$ cat src/hdl/ebh_defines.svh
// Timing and field constants for the external bus handshake block
`ifndef EBH_DEFINES_SVH
`define EBH_DEFINES_SVH
`define EBH_MIN_READY_WAITS 3'h2
`define EBH_WAIT_W          3
`define EBH_MC_DIV          2'h2
`define EBH_SPACE_DATA      2'h0
`define EBH_SPACE_PROG      2'h1
`define EBH_SPACE_IO        2'h2
`endif

$ cat src/hdl/ebh_pkg.sv
// Types for the external bus handshake block
package ebh_pkg;
  typedef enum logic [1:0]
  {
    EBH_SP_DATA = 2'h0,
    EBH_SP_PROG = 2'h1,
    EBH_SP_IO   = 2'h2
  } ebh_space_t;
  typedef enum logic [2:0]
  {
    EBH_IDLE  = 3'h0,
    EBH_ADDR  = 3'h1,
    EBH_SWAIT = 3'h3,
    EBH_RWAIT = 3'h2,
    EBH_DONE  = 3'h6,
    EBH_HOLD  = 3'h4
  } ebh_state_t;
endpackage

$ cat src/hdl/ebh_bus_ctl.sv
// External bus control: strobes, direction, ready wait states, hold arbitration
`timescale 1ns/1ps
`include "ebh_defines.svh"
// ----------------------------------------------------------------
// How it works
// - Ready low extends access one machine cycle, then samples ready again.
// - Ready sampled only with two or more wait states, after they finish.
// - Direction output high by default, low only during an external write.
// - I/O strobe high except during an I/O-space access.
// - On hold grant, float address, data, control; assert hold acknowledge.
// - In hold mode direction and I/O strobe float.
// - Emulation control low floats direction, strobes, acknowledge and clock out.
// - Clock output toggles at machine-cycle rate, cycles bounded by rising edges.
// - Memory strobe low only for data/program access; floats in hold.
// - One space select low while its address is valid; all float in hold.
// ----------------------------------------------------------------
module ebh_bus_ctl
#(
  parameter int ADDR_W = 16,
  parameter int DATA_W = 16
)
(
  // Clock and reset
  input  wire logic              clk,
  input  wire logic              rst_n,
  // CPU request side
  input  wire logic              reqValid,
  output logic                   reqReady,
  input  wire logic              reqWrite,
  input  wire ebh_pkg::ebh_space_t reqSpace,
  input  wire logic [ADDR_W-1:0] reqAddr,
  input  wire logic [DATA_W-1:0] reqWdata,
  input  wire logic [`EBH_WAIT_W-1:0] swWaits,
  output logic                   rspValid,
  output logic [DATA_W-1:0]      rspRdata,
  // External bus
  output logic [ADDR_W-1:0]      addrOut,
  output logic                   addrOe,
  output logic [DATA_W-1:0]      dataOut,
  output logic                   dataOe,
  input  wire logic [DATA_W-1:0] dataIn,
  input  wire logic              ready,
  output logic                   readWriteN,
  output logic                   readWriteOe,
  output logic                   ioSpaceStrobeN,
  output logic                   ioSpaceStrobeOe,
  output logic                   memorySpaceStrobeN,
  output logic                   memorySpaceStrobeOe,
  output logic                   dataSpaceSelectN,
  output logic                   programSpaceSelectN,
  output logic                   ioSpaceSelectN,
  output logic                   spaceSelectOe,
  // Hold arbitration and emulation
  input  wire logic              holdReqN,
  output logic                   busGrantAckN,
  output logic                   busGrantAckOe,
  input  wire logic              emulationFloatCtl,
  output logic                   machineCycleClkOut,
  output logic                   machineCycleClkOe
);
  import ebh_pkg::*;

  // ----------------------------------------------------------------
  // Machine cycle enable
  // ----------------------------------------------------------------
  logic [1:0] divCnt_q;
  logic       mcTick;
  logic       machine_cycle_clk_out_q;
  assign mcTick = (divCnt_q == `EBH_MC_DIV - 2'h1);

  always_ff @(posedge clk)
  begin
    if (!rst_n)
      divCnt_q <= 2'h0;
    else
      divCnt_q <= mcTick ? 2'h0 : divCnt_q + 2'h1;
  end

  // Rising edge as each tick ends, falling halfway
  always_ff @(posedge clk)
  begin
    if (!rst_n)
      machine_cycle_clk_out_q <= 1'b1;
    else
      machine_cycle_clk_out_q <= mcTick;
  end

  // ----------------------------------------------------------------
  // Access sequencer
  // ----------------------------------------------------------------
  ebh_state_t               state_q;
  logic [`EBH_WAIT_W-1:0]   waitCnt_q;
  logic                     write_q;
  ebh_space_t               space_q;
  logic [ADDR_W-1:0]        addr_q;
  logic [DATA_W-1:0]        wdata_q;
  logic                     useReady;

  // Ready only honoured with enough programmed waits
  assign useReady = (swWaits >= `EBH_MIN_READY_WAITS);
  assign reqReady = (state_q == EBH_IDLE) && mcTick && holdReqN;

  always_ff @(posedge clk)
  begin
    if (!rst_n)
    begin
      state_q   <= EBH_IDLE;
      waitCnt_q <= '0;
    end
    else if (mcTick)
    begin
      case (state_q)
        EBH_IDLE:
          if (!holdReqN)
            state_q <= EBH_HOLD;
          else if (reqValid)
            state_q <= EBH_ADDR;
        EBH_ADDR:
        begin
          waitCnt_q <= swWaits;
          state_q   <= (swWaits != '0) ? EBH_SWAIT : EBH_DONE;
        end
        EBH_SWAIT:
        begin
          waitCnt_q <= waitCnt_q - {{(`EBH_WAIT_W-1){1'b0}}, 1'b1};
          if (waitCnt_q == {{(`EBH_WAIT_W-1){1'b0}}, 1'b1})
            state_q <= useReady ? EBH_RWAIT : EBH_DONE;
        end
        EBH_RWAIT:
          if (ready)
            state_q <= EBH_DONE;
        EBH_DONE:
          state_q <= EBH_IDLE;
        EBH_HOLD:
          if (holdReqN)
            state_q <= EBH_IDLE;
        default:
          state_q <= EBH_IDLE;
      endcase
    end
  end

  always_ff @(posedge clk)
  begin
    if (!rst_n)
    begin
      write_q <= 1'b0;
      space_q <= EBH_SP_DATA;
      addr_q  <= '0;
      wdata_q <= '0;
    end
    else if (reqReady && reqValid)
    begin
      write_q <= reqWrite;
      space_q <= reqSpace;
      addr_q  <= reqAddr;
      wdata_q <= reqWdata;
    end
  end

  always_ff @(posedge clk)
  begin
    if (!rst_n)
    begin
      rspValid <= 1'b0;
      rspRdata <= '0;
    end
    else
    begin
      rspValid <= mcTick && (state_q == EBH_DONE);
      if (mcTick && (state_q == EBH_DONE) && !write_q)
        rspRdata <= dataIn;
    end
  end

  // ----------------------------------------------------------------
  // Pin drive
  // ----------------------------------------------------------------
  logic active;
  logic inHold;
  logic emuOn;
  assign active = (state_q != EBH_IDLE) && (state_q != EBH_HOLD);
  assign inHold = (state_q == EBH_HOLD);
  assign emuOn  = emulationFloatCtl;

  assign addrOut             = addr_q;
  assign dataOut             = wdata_q;
  assign addrOe              = !inHold;
  assign dataOe              = !inHold && active && write_q;
  assign readWriteN          = !(active && write_q);
  assign readWriteOe         = !inHold && emuOn;
  assign ioSpaceStrobeN      = !(active && space_q == EBH_SP_IO);
  assign ioSpaceStrobeOe     = !inHold && emuOn;
  assign memorySpaceStrobeN  = !(active && space_q != EBH_SP_IO);
  assign memorySpaceStrobeOe = !inHold && emuOn;
  assign dataSpaceSelectN    = !(active && space_q == EBH_SP_DATA);
  assign programSpaceSelectN = !(active && space_q == EBH_SP_PROG);
  assign ioSpaceSelectN      = !(active && space_q == EBH_SP_IO);
  assign spaceSelectOe       = !inHold && emuOn;
  assign busGrantAckN        = !inHold;
  assign busGrantAckOe       = emuOn;
  assign machineCycleClkOut  = machine_cycle_clk_out_q;
  assign machineCycleClkOe   = emuOn;

  // ----------------------------------------------------------------
  // Assertions
  // ----------------------------------------------------------------
  a_ready_extend: assert property (@(posedge clk) disable iff (!rst_n)
    (mcTick && state_q == EBH_RWAIT && !ready) |=> state_q == EBH_RWAIT)
    else $error("ready low did not extend access");
  a_ready_gate: assert property (@(posedge clk) disable iff (!rst_n)
    (mcTick && state_q == EBH_SWAIT && waitCnt_q == {{(`EBH_WAIT_W-1){1'b0}}, 1'b1}
      && !useReady) |=> state_q == EBH_DONE)
    else $error("ready sampled with too few waits");
  a_rw_idle: assert property (@(posedge clk) disable iff (!rst_n)
    !readWriteN |-> (active && write_q))
    else $error("direction low outside write");
  a_io_strobe: assert property (@(posedge clk) disable iff (!rst_n)
    !ioSpaceStrobeN |-> active && space_q == EBH_SP_IO)
    else $error("io strobe low outside io access");
  a_hold_float: assert property (@(posedge clk) disable iff (!rst_n)
    !busGrantAckN |-> !addrOe && !dataOe && !memorySpaceStrobeOe)
    else $error("bus driven during hold");
  a_hold_ctl: assert property (@(posedge clk) disable iff (!rst_n)
    inHold |-> !readWriteOe && !ioSpaceStrobeOe)
    else $error("control driven in hold");
  a_emu_float: assert property (@(posedge clk) disable iff (!rst_n)
    !emulationFloatCtl |-> !busGrantAckOe && !machineCycleClkOe && !readWriteOe)
    else $error("pins driven while emulation off");
  a_clk_period: assert property (@(posedge clk) disable iff (!rst_n)
    $rose(machine_cycle_clk_out_q) |=> !machine_cycle_clk_out_q ##1 machine_cycle_clk_out_q)
    else $error("clock out period wrong");
  a_mem_strobe: assert property (@(posedge clk) disable iff (!rst_n)
    !memorySpaceStrobeN |-> space_q != EBH_SP_IO)
    else $error("memory strobe on io access");
  a_one_select: assert property (@(posedge clk) disable iff (!rst_n)
    $onehot0({!dataSpaceSelectN, !programSpaceSelectN, !ioSpaceSelectN}))
    else $error("more than one space select");
  a_grant_edge: assert property (@(posedge clk) disable iff (!rst_n)
    $rose(inHold) |-> $past(state_q) == EBH_IDLE)
    else $error("hold granted mid access");

  c_write:   cover property (@(posedge clk) disable iff (!rst_n) rspValid && write_q);
  c_rwait:   cover property (@(posedge clk) disable iff (!rst_n) state_q == EBH_RWAIT && !ready);
  c_hold:    cover property (@(posedge clk) disable iff (!rst_n) $rose(inHold));
  c_io_read: cover property (@(posedge clk) disable iff (!rst_n) !ioSpaceStrobeN && readWriteN);
endmodule

$ cat config.mk
export PLATFORM = sky130hd
export DESIGN_NAME = ebh_bus_ctl
export DESIGN_NICKNAME = d
export VERILOG_FILES = /design/src/hdl/ebh_pkg.sv /design/src/hdl/ebh_bus_ctl.sv
export VERILOG_INCLUDE_DIRS = /design/src /design/src/hdl
export SDC_FILE = /design/constraint.sdc
export NUM_CORES = 1
export LEC_CHECK = 0
export BUFFER_PORTS_ARGS = -buffer_cell sky130_fd_sc_hd__buf_4
export CAP_MARGIN = 25
export CELL_PAD_IN_SITES_DETAIL_PLACEMENT = 0
export CELL_PAD_IN_SITES_GLOBAL_PLACEMENT = 2
export CORE_MARGIN = 10
export CORE_UTILIZATION = 26
export DETAILED_ROUTE_END_ITERATION = 7
export PLACE_DENSITY_LB_ADDON = 0.15
export SYNTH_ARGS = -nofsm -noshare
export SYNTH_HDL_FRONTEND = slang
export SYNTH_SLANG_ARGS = --single-unit
$ cat constraint.sdc
create_clock -name clk -period 2.5 [get_ports clk]
set_clock_uncertainty 0.15 [all_clocks]
set_input_delay 0 -clock clk [delete_from_list [all_inputs] [get_ports clk]]
set_output_delay 0 -clock clk [all_outputs]
set_load 0.05 [all_outputs]
==> impl_metrics.yaml <==
outcome:
  outcome: "finished, final reports clean"
setup_path:
  startpoint: "divCnt_q[0]$_SDFF_PP0_"
  cp-endpoint: "rspRdata[13]$_SDFFE_PN0P_"
  r2r_cells: 6
  r2r_end: "rspRdata[13]$_SDFFE_PN0P_"
  cp.required_ns: 2.57
  slowest_stage: "ha_1"
  rr_startpoint: "divCnt_q[0]$_SDFF_PP0_"
  criticalPathCategory: "reg2reg"
  worstPathArrival_ns: 1.97
  path_cells: "ha_1 -> nand4b_1 -> nor2_2 -> buf_4 -> mux2i_1 -> nor2_1"
  end_kind: "flop"
  slowest_delay_ns: 0.36
  r2r_slack_ns: 0.60
  cp_max_fo: 16
  start_kind: "flop"
logic_synthesis:
  synth-adder-area-share: 0.0153
  yosysUniqueCellTypes: 30
  synth-edff-count: 0
  seq_area_frac_synth: 0.497
  syn_nets: 356
  netlist_instances: 293
  netlist_area_um2: 2460
  ys.flop_type: "dfxtp_1"
  synth-xor-area-share: 0
  ys_seq_elements: 61
  synth_top_family_by_area: "simple AND/OR/NAND/NOR gates"
  synthSimpleGateAreaFrac: 0.222
  synthMuxAreaShare: 0.0733
  synth_compound_area_frac: 0.111
  synth-async-reset-ratio: 0
  post_synth.cell_area_avg_um2: 8.39
  yosysWarnings: 0
floorplanning:
  die_h_um: 117
  core-area_um2: 9240
  die_w_um: 117
  die_area_um2: 13700
  ios: 126
  fp-row-count: 35
  start_util: 0.266
sta:
  hold_viol: 0
  setup_viol: 0
  min_period_over_period: 0.758
  fmax_mhz: 528
  rsz0062_at_grt: "false"
  period_needed_ns: 1.90
  finalMaxSlewViolations: 0
  maxSlewHeadroom: 0.626
  fin_hold_ws_ns: 0.0863
  finalWorstSetupSlack_ns: 0.604
  worst_pin_slew_ns: 0.561
  final.setup.tns_ns: 0
min_path:
  hold_path.class: "in2reg"
global_routing:
  grt.total_usage: 0.117
  grt_max_degree: 30
  grt_pass1_vias: 2566
  grt_overflow_total: 0
  antenna_found_initial: 0
  grt_pass1_wl_mm: 12.9
clock_tree:
  clk_path_buf_depth: 2
  root_buffer: "clkbuf_8"
  path_clk_slew_ns: 0.07
  cts_buffers: 9
  clock-sinks: 61
  cts_tree: "yes"
  h-tree-depth: 3
  clk_latency_ns: 0.33
cells_and_area:
  antenna_cells: 0
  drive_gt1_frac: 0.316
  finalNonFillerCells: 604
  area_growth_pct: 71.3
  multi_input_area_um2: 1040
  finalNetCount: 533
  fill_cells: 912
  regArea_um2: 1220
power_and_ir_drop:
  p_leak_uw: 0.00178
  max-vdd-ir-drop_mv: 0.278
  p_per_area_nw_per_um2: 532
  fin_total_pwr_uw: 2240
placement:
  dp.cells: 530
  place_ws_ns: 0.605
  place_congestion: 0.744
  portBuffers: 125
  hpwl_mm: 5.84
routing:
  drt-pass1-iter-count: 4
  drtIter0Drc: 60
  wl_mm: 8.21
  viasPerCell: 4.17
  drc: 0
  postRouteAntennaNets: 0
  wl_per_cell_um: 13.6
  via_count: 2518
run:
  maxCapViolations: 0
==> cell families (layout without fill, tap and decap cells) <==
kind of cell	count (synthesis)	count (layout)
muxes	18	18
AOI/OAI and AO/OA	52	52
DFF	61	61
buffers and inverters	33	215
adders and majority gates	3	3
and+or+nand+nor	126	126
==> cell usage in the layout, fill, tap and decap left out, types with 3 or more instances in the layout <==
cell type and n:
a21oi_1 40, buf_4 131, clkbuf_8 9, clkinv_2 4, dfxtp_1 61, dlygate4sd3_1 58, ha_1 3, inv_1 7
mux2i_1 18, nand2_1 80, nand2b_1 3, nand3_1 4, nor2_1 24, nor2b_1 4, o21ai_0 5
==> power by group <==
part	switching [µW]	internal (µW)	total, µW
sequential	17.4	1000	1020
combinational	274	220	494
clock	374	353	727
total	665	1580	2240
==> flip-flops by register name (all words and copies together), names as in the netlist <==
signal	count
rspValid	1
space_q	2
machineCycleClkOut	1
state_q	3
waitCnt_q	3
addrOut	16
dataOut	16
write_q	1
divCnt_q	2
rspRdata	16
==> cell type report <==
class / count / share of cell area
clock buffers: 11 / 0.0312
clock inverters: 5 / 0.00653
inverters: 8 / 0.00713
multi-input cells: 199 / 0.246
flip-flops and latches: 61 / 0.290
well taps: 129 / 0.0383
repair buffers: 191 / 0.381
==> cells in the mapped netlist (2+ instances only) <==
cell type	count	area share
nand2_1	80	0.12
dfxtp_1	61	0.50
a21oi_1	40	0.081
nor2_1	24	0.037
mux2i_1	18	0.073
buf_4	9	0.027
clkbuf_1	7	0.011
inv_1	7	0.011
o21ai_0	6	0.012
buf_6	5	0.023
buf_2	4	0.0081
nand3_1	4	0.0081
nor2b_1	4	0.010
ha_1	3	0.015
nand2b_1	3	0.0076
and2_1	2	0.0051
o22ai_1	2	0.0051
or3_1	2	0.0051
==> metal layers <==
metal | GRT usage | up-vias | part of all wire
li1 | - | 1304 | -
met1 | 0.138 | 1129 | 0.44
met3 | 0.0464 | 8 | 0.075
met2 | 0.190 | 77 | 0.47
met5 | 0 | - | 0
met4 | 0.0395 | 0 | 0.010
==> through the flow <==
stage,utilization,area [µm²]
2_1_floorplan,-,2460
3_3_place_gp,0.376,3470
3_5_place_dp,0.376,3470
4_1_cts,0.456,4210
5_1_grt,0.456,4210
6_report,0.456,4210
==> worst min-delay path by stage <==
stage                           from                             to  slack (ns)  cells after the start
after CTS                   reqValid        state_q[2]$_SDFFE_PN0P_        0.08                      4
after detailed placement  dataIn[12]      rspRdata[12]$_SDFFE_PN0P_        0.09                      3
final                       reqValid        state_q[2]$_SDFFE_PN0P_        0.09                      4
after global placement     dataIn[6]       rspRdata[6]$_SDFFE_PN0P_        0.08                      3
after global routing        reqValid        state_q[2]$_SDFFE_PN0P_        0.10                      4
after floorplan                rst_n  machineCycleClkOut$_SDFF_PN1_       -0.03                      1
==> worst max-delay path: cells and delay by family, from the launching register on <==
kind                     cells  cell delay, ns
adder cells (fa/ha/maj)      1            0.36
multiplexers                 1            0.23
flip-flops                   1            0.33
AND/OR/NAND/NOR              3            0.40
buffers and inverters        1            0.31
==> timing repair <==
item / CTS / global route
resized for setup: 0 / 0
buffers inserted: 0 / 0
hold buffers: 58 / 0
endpoints found under the hold margin: 59 / 0
(Power assumes the default switching activity.)
